$ cat config.mk
export PLATFORM = sky130hd
export DESIGN_NAME = cswt_top
export DESIGN_NICKNAME = d
export VERILOG_FILES = /design/src/cswt_pkg.sv /design/src/cswt_top.sv
export VERILOG_INCLUDE_DIRS = /design/src /design/src/src
export SDC_FILE = /design/constraint.sdc
export NUM_CORES = 1
export LEC_CHECK = 0
export BUFFER_PORTS_ARGS = -buffer_cell sky130_fd_sc_hd__buf_2
export CAP_MARGIN = 20
export CORE_ASPECT_RATIO = 0.5
export CORE_UTILIZATION = 40
export CTS_CLUSTER_SIZE = 12
export DETAILED_ROUTE_END_ITERATION = 10
export GPL_ROUTABILITY_DRIVEN = 0
export SYNTH_ARGS = -nofsm -noshare
export SYNTH_HDL_FRONTEND = slang
export SYNTH_SLANG_ARGS = --single-unit
export TNS_END_PERCENT = 100
$ cat constraint.sdc
create_clock -name sys_clk -period 4.8 [get_ports sys_clk]
set_clock_uncertainty 0.2 [all_clocks]
set_input_delay 0 -clock sys_clk [delete_from_list [all_inputs] [get_ports sys_clk]]
set_output_delay 0 -clock sys_clk [all_outputs]
set_load 0.005 [all_outputs]
$ cat src/cswt_consts.svh
// Constants for the cyclic sense and wake timers.
`ifndef CSWT_CONSTS_SVH
`define CSWT_CONSTS_SVH
// ----------------------------------------
// Register offsets and reset values
// ----------------------------------------
`define CSWT_ADDR_WAKE  7'h05
`define CSWT_ADDR_TIMER 7'h06
`define CSWT_RST_WAKE   16'h0020
`define CSWT_RST_TIMER  16'h0000
`define CSWT_MASK_WAKE  16'h3e67
`define CSWT_MASK_TIMER 16'heff7
// ----------------------------------------
// Field positions
// ----------------------------------------
`define CSWT_T2_ON   15:13
`define CSWT_T2_PER  11:9
`define CSWT_CYCWAKE 8:7
`define CSWT_T1_ON   6:4
`define CSWT_T1_PER  2:0
`define CSWT_W_FILT  13:11
`define CSWT_W_EN    6:5
`define CSWT_W_BANK  2:0
// ----------------------------------------
// Field codes
// ----------------------------------------
`define CSWT_EN_ON      2'h1
`define CSWT_EN_SYNC    2'h2
`define CSWT_BANK_4     3'h3
`define CSWT_FILT_64    3'h1
`define CSWT_FILT_T1    3'h2
`define CSWT_FILT_T2    3'h3
`define CSWT_ON_LOW     3'h0
`define CSWT_ON_MAXRUN  3'h5
// ----------------------------------------
// Clock rate in MHz; times in microseconds
// ----------------------------------------
`define CSWT_CLK_MHZ 250
`define CSWT_ON1_US  100
`define CSWT_ON2_US  300
`define CSWT_ON3_US  1000
`define CSWT_ON4_US  10000
`define CSWT_ON5_US  20000
`define CSWT_PER0_US 10000
`define CSWT_PER1_US 20000
`define CSWT_PER2_US 50000
`define CSWT_PER3_US 100000
`define CSWT_PER4_US 200000
`define CSWT_PER5_US 500000
`define CSWT_PER6_US 1000000
`define CSWT_PER7_US 2000000
`define CSWT_FILT16_US 16
`define CSWT_FILT64_US 64
`endif

$ cat src/cswt_pkg.sv
// Types shared by the cyclic sense and wake timers.
package cswt_pkg;
   typedef logic [2:0]  cswt_code_t;
   typedef logic [20:0] cswt_us_t;
   typedef enum logic [1:0] {
      CSWT_WAKE_NONE,
      CSWT_WAKE_T1,
      CSWT_WAKE_T2,
      CSWT_WAKE_RSVD
   } cswt_wake_sel_t;
endpackage : cswt_pkg

$ cat src/cswt_top.sv
// Two cyclic sense timers, cyclic wake and wake input filtering.
// Functional notes
// - Second timer on/period at 15:13 and 11:9; first at 6:4 and 2:0.
// - On-time codes 1 to 5 give 0.1, 0.3, 1, 10, 20 ms.
// - On-time code 000 stops the timer, output held low.
// - On-time code 110 stops the timer, output held high.
// - On-time code 111 behaves like 110.
// - Period codes give 10,20,50,100,200,500 ms, 1 s, 2 s.
// - First timer period uses the same encoding at bits 2:0.
// - Cyclic wake field 00 blocks wake events from both timers.
// - Wake field 01 picks first timer, 10 second; 11 reserved.
// - Bits 12 and 3 of the timer register read zero.
// - Timer assigned first, then starts once a running on-time is set.
// - Restart clearing an output clears that timer's period and on-time.
// - Other failures leave the timer settings unchanged.
// - Wake source timer keeps sensing and waking together.
// - Wake control register resets to 0x0020.
// - Sync sensing only while wake bank 4 is selected.
// - Fail-Safe entry forces wake enable field to 01.
// - Fail-Safe ignores wake filter, uses static 16 us.
// - Filter codes 010/011 sample wake at on-time end, 16 us.
`include "cswt_consts.svh"
`timescale 1ns/1ps
`default_nettype none
module cswt_top
   import cswt_pkg::*;
#(
   parameter int unsigned US_CYCLES = `CSWT_CLK_MHZ
) (
   // Clock and reset.
   input  wire logic        sys_clk,
   input  wire logic        arst_n,
   // Register port.
   input  wire logic        reg_wr_en,
   input  wire logic [6:0]  reg_addr,
   input  wire logic [15:0] reg_wdata,
   output logic      [15:0] reg_rdata,
   // Device status.
   input  wire logic [1:0]  timer_assigned,
   input  wire logic [1:0]  restart_clear,
   input  wire logic        fail_safe_entry,
   input  wire logic        fail_safe_active,
   input  wire logic        wake_pin,
   // Timer and wake outputs.
   output logic      [1:0]  interval_out,
   output logic      [1:0]  on_time_end,
   output logic             periodic_wake,
   output logic             wake_level,
   output logic             wake_event,
   output logic             sync_sense_enable
);
   // ----------------------------------------
   // Registers and microsecond tick
   // ----------------------------------------
   logic [15:0] timer_q;
   logic [15:0] wake_q;
   logic [15:0] rdata_q;
   logic [15:0] pre_q;
   logic        tick;
   cswt_code_t  on_c [2];
   cswt_code_t  per_c [2];
   logic [1:0]  run;
   logic [1:0]  start_p;
   cswt_wake_sel_t wsel;

   assign on_c[0]  = timer_q[`CSWT_T1_ON];
   assign per_c[0] = timer_q[`CSWT_T1_PER];
   assign on_c[1]  = timer_q[`CSWT_T2_ON];
   assign per_c[1] = timer_q[`CSWT_T2_PER];
   assign wsel     = cswt_wake_sel_t'(timer_q[`CSWT_CYCWAKE]);
   assign tick     = (pre_q == 16'(US_CYCLES - 1));
   assign reg_rdata = rdata_q;

   // Prescaler gives one tick per microsecond.
   always_ff @(posedge sys_clk or negedge arst_n) begin
      if (!arst_n) begin
         pre_q <= 16'h0000;
      end else if (tick) begin
         pre_q <= 16'h0000;
      end else begin
         pre_q <= pre_q + 16'h0001;
      end
   end

   // Timer control; a restart clear beats a write in the same cycle.
   always_ff @(posedge sys_clk or negedge arst_n) begin
      if (!arst_n) begin
         timer_q <= `CSWT_RST_TIMER;
      end else begin
         logic [15:0] t;
         t = timer_q;
         if (reg_wr_en && reg_addr == `CSWT_ADDR_TIMER) begin
            t = reg_wdata & `CSWT_MASK_TIMER;
         end
         // Of the status inputs, only a restart clear touches the settings.
         if (restart_clear[0]) begin
            t[`CSWT_T1_ON]  = 3'h0;
            t[`CSWT_T1_PER] = 3'h0;
         end
         if (restart_clear[1]) begin
            t[`CSWT_T2_ON]  = 3'h0;
            t[`CSWT_T2_PER] = 3'h0;
         end
         timer_q <= t;
      end
   end

   // Wake control; Fail-Safe entry overrides the enable field.
   always_ff @(posedge sys_clk or negedge arst_n) begin
      if (!arst_n) begin
         wake_q <= `CSWT_RST_WAKE;
      end else begin
         logic [15:0] w;
         w = wake_q;
         if (reg_wr_en && reg_addr == `CSWT_ADDR_WAKE) begin
            w = reg_wdata & `CSWT_MASK_WAKE;
         end
         if (fail_safe_entry) begin
            w[`CSWT_W_EN] = `CSWT_EN_ON;
         end
         wake_q <= w;
      end
   end

   // Read data is registered; unmapped offsets read zero.
   always_ff @(posedge sys_clk or negedge arst_n) begin
      if (!arst_n) begin
         rdata_q <= 16'h0000;
      end else if (reg_addr == `CSWT_ADDR_TIMER) begin
         rdata_q <= timer_q;
      end else if (reg_addr == `CSWT_ADDR_WAKE) begin
         rdata_q <= wake_q;
      end else begin
         rdata_q <= 16'h0000;
      end
   end

   a_reserved_zero : assert property (@(posedge sys_clk) disable iff (!arst_n)
      $past(reg_addr) == `CSWT_ADDR_TIMER |-> !reg_rdata[12] && !reg_rdata[3])
      else $error("Reserved timer bits read nonzero.");
   a_failsafe_enable : assert property (@(posedge sys_clk) disable iff (!arst_n)
      fail_safe_entry |=> wake_q[`CSWT_W_EN] == `CSWT_EN_ON)
      else $error("Fail-Safe entry did not force wake enable.");

   // ----------------------------------------
   // Interval timers
   // ----------------------------------------
   function automatic cswt_us_t on_us(input cswt_code_t c);
      unique case (c)
         3'h1:    on_us = 21'(`CSWT_ON1_US);
         3'h2:    on_us = 21'(`CSWT_ON2_US);
         3'h3:    on_us = 21'(`CSWT_ON3_US);
         3'h4:    on_us = 21'(`CSWT_ON4_US);
         3'h5:    on_us = 21'(`CSWT_ON5_US);
         default: on_us = 21'h000000;
      endcase
   endfunction : on_us

   function automatic cswt_us_t per_us(input cswt_code_t c);
      unique case (c)
         3'h0: per_us = 21'(`CSWT_PER0_US);
         3'h1: per_us = 21'(`CSWT_PER1_US);
         3'h2: per_us = 21'(`CSWT_PER2_US);
         3'h3: per_us = 21'(`CSWT_PER3_US);
         3'h4: per_us = 21'(`CSWT_PER4_US);
         3'h5: per_us = 21'(`CSWT_PER5_US);
         3'h6: per_us = 21'(`CSWT_PER6_US);
         3'h7: per_us = 21'(`CSWT_PER7_US);
      endcase
   endfunction : per_us

   for (genvar gi = 0; gi < 2; gi++) begin : g_tmr
      cswt_us_t cnt_q;
      logic     out_q;
      logic     end_q;
      logic     wrap;

      // Starts only once assigned and given a running on-time.
      assign run[gi] = timer_assigned[gi] && on_c[gi] != `CSWT_ON_LOW
                       && on_c[gi] <= `CSWT_ON_MAXRUN;
      assign wrap = tick && cnt_q >= per_us(per_c[gi]) - 21'h000001;
      assign start_p[gi] = run[gi] && wrap;

      // Period counter; held at zero while stopped so a start is clean.
      always_ff @(posedge sys_clk or negedge arst_n) begin
         if (!arst_n) begin
            cnt_q <= 21'h000000;
         end else if (!run[gi] || wrap) begin
            cnt_q <= 21'h000000;
         end else if (tick) begin
            cnt_q <= cnt_q + 21'h000001;
         end
      end

      // Output level; stopped codes give static low or high.
      always_ff @(posedge sys_clk or negedge arst_n) begin
         if (!arst_n) begin
            out_q <= 1'b0;
            end_q <= 1'b0;
         end else if (run[gi]) begin
            out_q <= cnt_q < on_us(on_c[gi]);
            end_q <= tick && cnt_q == on_us(on_c[gi]) - 21'h000001;
         end else begin
            out_q <= on_c[gi] > `CSWT_ON_MAXRUN;
            end_q <= 1'b0;
         end
      end
      assign interval_out[gi] = out_q;
      assign on_time_end[gi]  = end_q;

      a_off_low : assert property (@(posedge sys_clk) disable iff (!arst_n)
         on_c[gi] == `CSWT_ON_LOW |=> !out_q)
         else $error("Stopped-low timer output is high.");
      a_off_high : assert property (@(posedge sys_clk) disable iff (!arst_n)
         on_c[gi] > `CSWT_ON_MAXRUN |=> out_q && !end_q)
         else $error("Stopped-high timer output is low.");
      a_restart_clears : assert property (@(posedge sys_clk) disable iff (!arst_n)
         restart_clear[gi] |=> on_c[gi] == 3'h0 && per_c[gi] == 3'h0 && !run[gi])
         else $error("Restart clear left timer settings.");
      a_period_wrap : assert property (@(posedge sys_clk) disable iff (!arst_n)
         start_p[gi] |=> cnt_q == 21'h000000 ##1 out_q)
         else $error("Period restart did not raise output.");
   end

   // ----------------------------------------
   // Cyclic wake
   // ----------------------------------------
   logic wake_p_q;

   // Wake pulses ride on the period start; sensing keeps running.
   always_ff @(posedge sys_clk or negedge arst_n) begin
      if (!arst_n) begin
         wake_p_q <= 1'b0;
      end else begin
         unique case (wsel)
            CSWT_WAKE_T1: wake_p_q <= start_p[0];
            CSWT_WAKE_T2: wake_p_q <= start_p[1];
            CSWT_WAKE_NONE,
            CSWT_WAKE_RSVD: wake_p_q <= 1'b0;
         endcase
      end
   end
   assign periodic_wake = wake_p_q;

   a_wake_disabled : assert property (@(posedge sys_clk) disable iff (!arst_n)
      wsel == CSWT_WAKE_NONE || wsel == CSWT_WAKE_RSVD |=> !periodic_wake)
      else $error("Cyclic wake fired while disabled.");

   // ----------------------------------------
   // Wake input filter
   // ----------------------------------------
   logic [2:0] sync_q;
   logic       last_q;
   logic [6:0] flt_q;
   logic       lvl_q;
   logic       evt_q;
   logic [2:0] fcode;
   logic       cyc_mode;
   logic       sample;
   logic [6:0] need;
   logic       wk_on;

   assign fcode    = wake_q[`CSWT_W_FILT];
   assign wk_on    = wake_q[`CSWT_W_EN] == `CSWT_EN_ON;
   // Fail-Safe falls back to static 16 us whatever is set.
   assign cyc_mode = !fail_safe_active && (fcode == `CSWT_FILT_T1 || fcode == `CSWT_FILT_T2);
   assign need     = (!fail_safe_active && fcode == `CSWT_FILT_64) ?
                     7'(`CSWT_FILT64_US) : 7'(`CSWT_FILT16_US);
   // Cyclic modes look only at the end of the chosen on-time.
   assign sample   = cyc_mode ? on_time_end[fcode == `CSWT_FILT_T2] : 1'b1;
   assign sync_sense_enable = wake_q[`CSWT_W_EN] == `CSWT_EN_SYNC
                              && wake_q[`CSWT_W_BANK] == `CSWT_BANK_4;

   // Pin synchroniser; a change counts once stages two and three agree.
   always_ff @(posedge sys_clk or negedge arst_n) begin
      if (!arst_n) begin
         sync_q <= 3'h0;
      end else begin
         sync_q <= {sync_q[1:0], wake_pin};
      end
   end

   // Stability counter in microseconds, saturating.
   always_ff @(posedge sys_clk or negedge arst_n) begin
      if (!arst_n) begin
         last_q <= 1'b0;
         flt_q  <= 7'h00;
      end else if (sync_q[1] == sync_q[2]) begin
         last_q <= sync_q[2];
         if (sync_q[2] != last_q) begin
            flt_q <= 7'h00;
         end else if (tick && flt_q != 7'h7f) begin
            flt_q <= flt_q + 7'h01;
         end
      end
   end

   // Filtered level; events only while the wake module is on or Fail-Safe is active.
   always_ff @(posedge sys_clk or negedge arst_n) begin
      if (!arst_n) begin
         lvl_q <= 1'b0;
         evt_q <= 1'b0;
      end else begin
         evt_q <= 1'b0;
         if ((wk_on || fail_safe_active) && sample && flt_q >= need && last_q != lvl_q) begin
            lvl_q <= last_q;
            evt_q <= 1'b1;
         end
      end
   end
   assign wake_level = lvl_q;
   assign wake_event = evt_q;

   a_sync_bank : assert property (@(posedge sys_clk) disable iff (!arst_n)
      sync_sense_enable |-> wake_q[`CSWT_W_BANK] == `CSWT_BANK_4)
      else $error("Sync sensing outside bank 4.");
   a_cyclic_sample : assert property (@(posedge sys_clk) disable iff (!arst_n)
      cyc_mode && !sample |=> !wake_event)
      else $error("Cyclic wake sampled outside on-time end.");
endmodule : cswt_top
`default_nettype wire

==> metrics.txt, run 1 <==
max-slew violation count 0; first-pass GRT wire length 37.8 mm; H-tree depth 4; power per cell area 243 mW/mm^2; R2R Path End g_tmr[1].cnt_q[16]; Worst Setup Start Kind register; switching share of power 0.218; DRT met1 WL 10.3 mm; Yosys reg bits 115; Reg2Reg Setup Slack 530 ps; final worst setup slack 529 ps; Post-CTS Resized 0; Top Metal Used met4; Syn Std Cell Area 0.00845 sq mm; area fraction of the dominant cell type after synthesis 0.338; maximum VDD drop 0.210 mV; TritonCTS buffer count 17; Final Cycle Share 0.890; drt initial violations 557; Area Overhead vs Synth 16.6%; final wirelength 22.3 mm; Tightest Hold Check Type in2async; Sw Pwr 523 uW; area taken by multi-input logic gates 0.00518 sq mm; Hold Vio Cnt, Final 0; Cell Rows 37; Setup TNS 0 ps; hpwl dp 15.7 mm; routed vias/inst 5.57; DP Worst Slack 578 ps; worst reg2reg startpoint timer_q[10]; final setup fails 0; Sequential Power Share 0.418; Root Buffer clkbuf_16; Post-synth EDFFs 0; Worst Reg-to-Reg Cells 16; Synth cell types 73; CP arrival 4420 ps; Slew HR 0.350; status complete, no violations; met3 WL 999 um; top cell type by total area after synthesis dfrtp_1; Async SR Flop Fraction 1.00; Pint 1.87 mW; Post-Syn Instances 997; Syn Nets 1116; CP max FO 18; CTS Sinks 115; Clock power frac 0.537; Ys Warns 0; clk_lat worst skew 420 ps; routed len/inst 16.5 um; Slew @ Worst Pin 972 ps; Vert. Die Dim 105 um; largest net degree at the start of global routing 67; layout cells sized above 1 0.104; sequential area share after synthesis 0.341; initial antenna violation count 0; die width 208 um; CP Capture Type register; Layout fillers 1943; WL met2 10.5 mm; ANT cells 0; Worst-path clk slew 60 ps; number of global-route vias before repair 7537; RSZ-0062 raised after global routing no; gr ovfl total 0; Routed Antenna Nets 0; Final min period 4270 ps; register area 0.00288 sq mm; Vias 7522; Achievable Freq 234 MHz; nets 1183; I/O pin count 57; Die Area 0.0218 sq mm; Avg Cell Area, Syn 8.48 sq um; Buffers on Ports 54; Leak Pwr 4.49 nW; Critical Path RT 4950 ps; Core Area 0.0206 sq mm; CTS Buffer Depth 2; Total Routing Usage GR 0.218; max cap viols 0; initial core utilization 0.409; most area-consuming cells after synthesis dfrtp_1, ha_1, nand2_1; CTS tree yes; Setup CP Type reg2reg; Detailed Routing Iterations Pass 1 6; Combinational Power Share 0.045; Post-route DRC 0; Post-synth top flop dfrtp_1
cells by family (layout without fill, tap and decap cells):
| family | Yosys count | after routing | share of synthesized area |
|---|---|---|---|
| AOI/OAI and AO/OA | 204 | 204 | 0.152 |
| xor gates and xnor gates | 65 | 65 | 0.0674 |
| adders and majority gates | 86 | 86 | 0.127 |
| buffers and inverters | 96 | 176 | 0.0466 |
| DFF | 115 | 115 | 0.341 |
| muxes | 17 | 17 | 0.0215 |
| other | 1 | 1 | 0.000444 |
| and+or+nand+nor | 413 | 413 | 0.244 |
worst max-delay path, cell delays in order (launching register included):
cell and delay, ps:
dfrtp_1 550, inv_1 110, ha_1 270, a21oi_1 180, ha_1 200, nand2_1 80
nor4_1 490, nor2_1 120, ha_1 320, a21o_1 180, a21o_1 170, a21oi_1 180
a21oi_2 80, o21ai_2 610, o21ai_0 160, buf_4 210, nor2_1 110
power by group through the flow:
stage / Sequential, mW / Combinational, mW / Clock, mW
floorplan: 1.01 / 0.0400 / 0
global placement: 1.02 / 0.0890 / 0
detailed placement: 1.02 / 0.0906 / 0
CTS: 1.00 / 0.109 / 1.31
global route: 1.00 / 0.122 / 1.37
finish: 1.00 / 0.108 / 1.29
cell usage in the layout (no fill, tap or decap), drive strengths merged, types with 6 or more instances in the layout:
cell and instances:
a211oi 7, a21o 20, a21oi 76, a22o 10
a31oi 6, and2 9, and3 18, and4 9
buf 63, clkbuf 22, clkinv 6, dfrtp 114
dlygate4sd3 35, ha 86, inv 46, mux2 9
mux2i 8, nand2 117, nand2b 15, nand3 58
nand4 26, nor2 89, nor2b 13, nor3 17
nor4 11, nor4b 6, o21ai 43, or3 8
xnor2 36, xor2 29
through the flow:
step / std cells / utilization / hold WS [ps] / area [sq um] / total power [mW]
2_1_floorplan: 997 / - / -496 / 8450 / 1.05
3_3_place_gp: 1283 / 0.432 / -64.1 / 8910 / 1.11
3_5_place_dp: 1283 / 0.432 / -64.1 / 8910 / 1.11
4_1_cts: 1350 / 0.477 / 21.0 / 9860 / 2.42
5_1_grt: 1350 / 0.477 / 45.5 / 9860 / 2.49
6_report: 1350 / 0.477 / 44.2 / 9860 / 2.40
layout make-up:
type                            instances  area share
Tap cell                              273      0.0346
Inverter                               46      0.0175
Timing Repair Buffer                   98      0.0701
Sequential cell                       115       0.292
Multi-Input combinational cell        786       0.525
Clock inverter                         10      0.0133
Clock buffer                           22      0.0471
repair_timing:
action	CTS	global route
hold buffers	35	0
setup buffers	0	0
endpoints found under the hold margin	120	0
cells in the mapped netlist (26+ instances only):
cell	instances
dfrtp_1	114
nand4_1	26
inv_1	46
xnor2_1	36
a21oi_1	74
nand2_1	117
ha_1	86
nand3_1	57
o21ai_0	40
xor2_1	29
nor2_1	89
clkbuf_1	32
flip-flops by register name, indices dropped and copies added (netlist names), 2 cells and up:
register     count
sync_q           3
flt_q            7
timer_q         14
g_tmr.end_q      2
pre_q           16
g_tmr.cnt_q     42
g_tmr.out_q      2
reg_rdata       15
wake_q          10
per-layer routing:
metal / vias to the layer above / track usage
met5: - / 0
met4: 0 / 0.0778
met3: 39 / 0.0418
met2: 180 / 0.363
met1: 3632 / 0.283
li1: 3671 / -
how the worst max path moves through the flow:
stage | startpoint | end | slack [ps]
floorplan | timer_q[11] | periodic_wake | 1080
global placement | timer_q[10] | periodic_wake | 680
detailed placement | timer_q[10] | g_tmr[1].cnt_q[16] | 580
CTS | timer_q[10] | g_tmr[1].cnt_q[16] | 560
global route | timer_q[10] | g_tmr[1].cnt_q[7] | 140
finish | timer_q[10] | g_tmr[1].cnt_q[16] | 530
No activity file was read; power rests on OpenSTA's default activity.
==> run 2: changes to the inputs <==
--- a/config.mk
+++ b/config.mk
@@ -9,6 +9,7 @@
 export BUFFER_PORTS_ARGS = -buffer_cell sky130_fd_sc_hd__buf_2
 export CAP_MARGIN = 20
 export CORE_ASPECT_RATIO = 0.5
+export CORE_MARGIN = 1.5
 export CORE_UTILIZATION = 40
 export CTS_CLUSTER_SIZE = 12
 export DETAILED_ROUTE_END_ITERATION = 10
==> run 2 against run 1 <==
Hold slack got worse by 2.6 ps. Via count down 0.61%. Count of clock-buffer cells in the layout up 1. Cell area barely moved. Sequential cell count unchanged. Non-clock buffer count decreased by 1. Global-route usage is 0.87 points lower. Clock power hardly changed. Register-to-register slack worse by 30 ps. Critical endpoint is now g_tmr[1].cnt_q[9]. Largest cell class unchanged. Largest power group unchanged.
==> metrics.txt, run 2 (synthesized netlist as in run 1, its figures left out) <==
switching share of power 0.219; final wirelength 22.1 mm; nets 1182; initial core utilization 0.409; CTS Buffer Depth 2; Achievable Freq 232 MHz; Detailed Routing Iterations Pass 1 5; Worst Reg-to-Reg Cells 16; Post-route DRC 0; Reg2Reg Setup Slack 500 ps; hpwl dp 15.7 mm; most frequent cells in the layout nand2_1, dfrtp_1, nor2_1, ha_1, a21oi_1; Vert. Die Dim 106 um; Vias 7476; routed len/inst 16.4 um; Pint 1.89 mW; Tightest Hold Check Type in2async; initial antenna violation count 0; register area 0.00288 sq mm; WHS 41.6 ps; Post-Layout Inst Area 0.00986 sq mm; TritonCTS buffer count 17; Final Cycle Share 0.896; Root Buffer clkbuf_16; number of global-route vias before repair 7223; Setup CP Type reg2reg; power per cell area 245 mW/mm^2; drt initial violations 411; Hold Vio Cnt, Final 0; Layout fillers 1981; Combinational Power Share 0.044; CP Capture Type register; Setup TNS 0 ps; Cell Rows 37; CTS Sinks 115; Slew HR 0.367; Final Power 2.42 mW; Die Area 0.0221 sq mm; dpl cell area 0.00892 sq mm; CP arrival 4450 ps; max-slew violation count 0; area taken by multi-input logic gates 0.00518 sq mm; Leak Pwr 4.48 nW; Final min period 4300 ps; Sequential Power Share 0.414; Post-CTS Resized 0; Worst-path clk slew 60 ps; CTS tree yes; gr ovfl total 0; final setup fails 0; Biggest register g_tmr.cnt_q; Sw Pwr 531 uW; worst reg2reg startpoint timer_q[10]; Core Area 0.0206 sq mm; Slew @ Worst Pin 946 ps; layout cells sized above 1 0.106; Critical Path RT 4950 ps; RSZ-0062 raised after global routing no; Total Routing Usage GR 0.209; I/O pin count 57; routed vias/inst 5.54; status complete, no violations; die width 209 um; Worst Setup Start Kind register; Buffers on Ports 54; most common cell after layout, fill and taps aside nand2_1; final worst setup slack 498 ps; clk_lat worst skew 420 ps; max cap viols 0; Area Overhead vs Synth 16.7%; CP max FO 18; largest net degree at the start of global routing 65; H-tree depth 4; Clock power frac 0.542; R2R Path End g_tmr[1].cnt_q[9]; max reg flops 42; DP Worst Slack 568 ps; maximum VDD drop 0.211 mV; Routed Antenna Nets 0; first-pass GRT wire length 36.7 mm
## run 2: cell count changes in the layout (fill, tap and decap cells not counted), sizes merged
cell,previous run,this run
buf,63,64
clkbuf,22,23
clkinv,6,3
clkinvlp,1,3
diode,0,1
dlygate4sd3,35,33
## run 2: how the worst max path moves through the flow
stage           startpoint                 end  slack (ps)
2_1_floorplan  timer_q[11]       periodic_wake        1080
3_3_place_gp   timer_q[10]   g_tmr[1].cnt_q[2]         600
3_5_place_dp   timer_q[10]  g_tmr[1].cnt_q[19]         570
4_1_cts        timer_q[10]  g_tmr[1].cnt_q[19]         510
5_1_grt        timer_q[10]   g_tmr[1].cnt_q[7]         130
6_report       timer_q[10]   g_tmr[1].cnt_q[9]         500
## run 2: per-stage QoR
step,cells,util
after floorplan,997,-
after global placement,1284,0.432
after detailed placement,1284,0.432
after CTS,1349,0.478
after global routing,1349,0.478
final,1350,0.478
## run 2: layout make-up
cell class | instances | share of cell area
Antenna cell | 1 | 0.000254
Clock buffer | 23 | 0.0485
Clock inverter | 9 | 0.0129
Inverter | 46 | 0.0175
Multi-Input combinational cell | 786 | 0.526
Sequential cell | 115 | 0.292
Tap cell | 273 | 0.0346
Timing Repair Buffer | 97 | 0.0688
## run 2: routing by layer
layer | vias to the layer above | part of all wire | GRT usage
li1 | 3676 | - | -
met1 | 3633 | 0.48 | 0.280
met2 | 140 | 0.47 | 0.347
met3 | 27 | 0.034 | 0.0364
met4 | 0 | 0.014 | 0.0647
met5 | - | 0 | 0
## run 2: timing repair
action | 4_1_cts | 5_1_grt
hold endpoints to repair | 169 | 0
setup endpoints to repair | 0 | 0
setup buffers | 0 | 0
hold buffers | 33 | 0
## run 2: power by group through the flow
stage	Clock (mW)	Combinational [mW]	Sequential [mW]
after CTS	1.34	0.109	1.00
after floorplan	0	0.0400	1.01
after global placement	0	0.0899	1.02
after detailed placement	0	0.0910	1.02
final	1.31	0.107	1.00
after global routing	1.39	0.121	1.00
## run 2: worst max-delay path, stage by stage (launching register included)
cell and delay (ps):
dfrtp_1 530, inv_1 120, ha_1 270, a21oi_1 180, ha_1 200, nand2_1 70
nor4_1 490, nor2_1 120, ha_1 310, a21o_1 180, a21o_1 170, a21oi_1 170
a21oi_2 80, o21ai_2 590, o21ai_0 210, buf_4 220, nor2_1 110
==> run 3: changes to the inputs <==
--- a/config.mk
+++ b/config.mk
@@ -13,7 +13,8 @@
 export CORE_UTILIZATION = 40
 export CTS_CLUSTER_SIZE = 12
 export DETAILED_ROUTE_END_ITERATION = 10
-export GPL_ROUTABILITY_DRIVEN = 0
+export GPL_ROUTABILITY_DRIVEN = 1
+export MAX_ROUTING_LAYER = met4
 export SYNTH_ARGS = -nofsm -noshare
 export SYNTH_HDL_FRONTEND = slang
 export SYNTH_SLANG_ARGS = --single-unit
==> run 3 against run 2 <==
Sequential power about the same. Die area unchanged. Fmax decreased by 0.87%. Highest routed layer unchanged. Final cell count decreased by 0.15%. Global-route usage increased by 1.1 points. Critical path type unchanged. Critical path depth unchanged. Wire length increased by 1.6%. Hold slack got worse by 72 ps. Critical endpoint is now g_tmr[1].cnt_q[17]. Combinational power decreased by 4%. The flow now finishes with violations (hold timing).
==> metrics.txt, run 3 (synthesized netlist as in run 1, its figures left out) <==
DP Cell Count 1282; first-pass GRT wire length 37.9 mm; initial antenna violation count 1; max reg flops 42; hpwl dp 15.9 mm; Post-Layout Inst Area 0.00979 sq mm; H-tree depth 4; fin cells 1348; CTS tree yes; Final min period 4340 ps; RSZ-0062 raised after global routing no; CP Capture Type register; Slew HR 0.423; Area Overhead vs Synth 15.8%; I/O pin count 57; number of setup buffers added after CTS 0; nets 1181; clk_lat worst skew 430 ps; CP arrival 4480 ps; Setup TNS 0 ps; DP Worst Slack 563 ps; largest net degree at the start of global routing 61; Worst-path clk slew 60 ps; power per cell area 232 mW/mm^2; final wirelength 22.5 mm; Total Routing Usage GR 0.221; Tightest Hold Check Type in2async; drt initial violations 516; R2R Path End g_tmr[1].cnt_q[17]; layout cells sized above 1 0.106; Critical Path RT 4940 ps; Die Area 0.0221 sq mm; fin util 0.474; Routed Antenna Nets 0; CP max FO 18; Detailed Routing Iterations Pass 1 5; Core Area 0.0206 sq mm; final setup fails 0; Hold Vio Cnt, Final 10; dpl cell area 0.00891 sq mm; max-slew violation count 0; WHS -30.8 ps; Buffers on Ports 54; failing checks hold timing; routed vias/inst 5.57; CTS Buffer Depth 2; Root Buffer clkbuf_16; maximum VDD drop 0.212 mV; routed len/inst 16.7 um; final worst setup slack 461 ps; Setup CP Type reg2reg; die width 209 um; status finished with violations; Worst Reg-to-Reg Cells 16; Final Cycle Share 0.904; Cell Rows 37; Biggest register g_tmr.cnt_q; CTS Sinks 115; Post-route DRC 0; TritonCTS buffer count 17; Vias 7513; most frequent cells in the layout nand2_1, dfrtp_1, nor2_1, ha_1, a21oi_1; Achievable Freq 230 MHz; GPL Wtd Cong 0.882; max cap viols 0; gr ovfl total 0; Slew @ Worst Pin 865 ps; Leak Pwr 4.45 nW; initial core utilization 0.409; worst reg2reg startpoint timer_q[10]; Worst Setup Start Kind register; Final Power 2.27 mW; Vert. Die Dim 106 um; number of global-route vias before repair 7539; most common cell after layout, fill and taps aside nand2_1; Reg2Reg Setup Slack 460 ps
## run 3: cell types whose count changed in the layout (fill, tap and decap cells not counted), sizes merged
cell | previous run | this run
buf | 64 | 62
bufinv | 3 | 0
clkbuf | 23 | 19
clkinv | 3 | 7
clkinvlp | 3 | 4
dlygate4sd3 | 33 | 34
inv | 46 | 47
## run 3: what timing repair did
item,CTS,global route
hold buffers,34,0
gates resized for setup,0,0
endpoints found under the hold margin,111,0
## run 3: area by class of cell
| class | count | area [sq um] |
|---|---|---|
| fillers | 1958 | 10900 |
| multi-input cells | 786 | 5180 |
| flip-flops and latches | 115 | 2880 |
| repair buffers | 96 | 673 |
| clock buffers | 19 | 453 |
| well taps | 273 | 342 |
| inverters | 46 | 173 |
| clock inverters | 12 | 85.1 |
| diodes | 1 | 2.50 |
## run 3: worst max-delay path, stage by stage, from the launching register on
cell     delay (ps)
dfrtp_1         540
inv_1           110
ha_1            260
a21oi_1         170
ha_1            190
nand2_1          90
nor4_1          510
nor2_1          140
ha_1            320
a21o_1          180
a21o_1          180
a21oi_1         210
a21oi_2          90
o21ai_2         580
o21ai_0         160
buf_4           210
nor2_1          130
## run 3: routing by layer
layer  global-route usage  up-vias  share of wire  routed length (um)
li1                     -     3680              -                   -
met1                0.269     3605           0.45               10200
met2                0.364      169           0.48               10800
met3               0.0387       59          0.035                 778
met4               0.0916        0          0.034                 772
met5                    -        -              0                   0
## run 3: how the worst max path moves through the flow
stage | cells after the start | slack [ps] | from | end
finish | 16 | 460 | timer_q[10] | g_tmr[1].cnt_q[17]
global route | 16 | 120 | timer_q[10] | g_tmr[1].cnt_q[15]
CTS | 16 | 510 | timer_q[10] | g_tmr[1].cnt_q[17]
detailed placement | 16 | 560 | timer_q[10] | g_tmr[1].cnt_q[17]
global placement | 16 | 660 | timer_q[10] | g_tmr[1].cnt_q[17]
floorplan | 15 | 1080 | timer_q[11] | periodic_wake
## run 3: power by group
group	leakage (nW)	internal [mW]	total [mW]	switching (mW)
logic	2.62	0.0479	0.103	0.0556
registers	1.57	0.986	1.00	0.0160
clock network	0.257	0.682	1.16	0.482
total	4.45	1.72	2.27	0.553
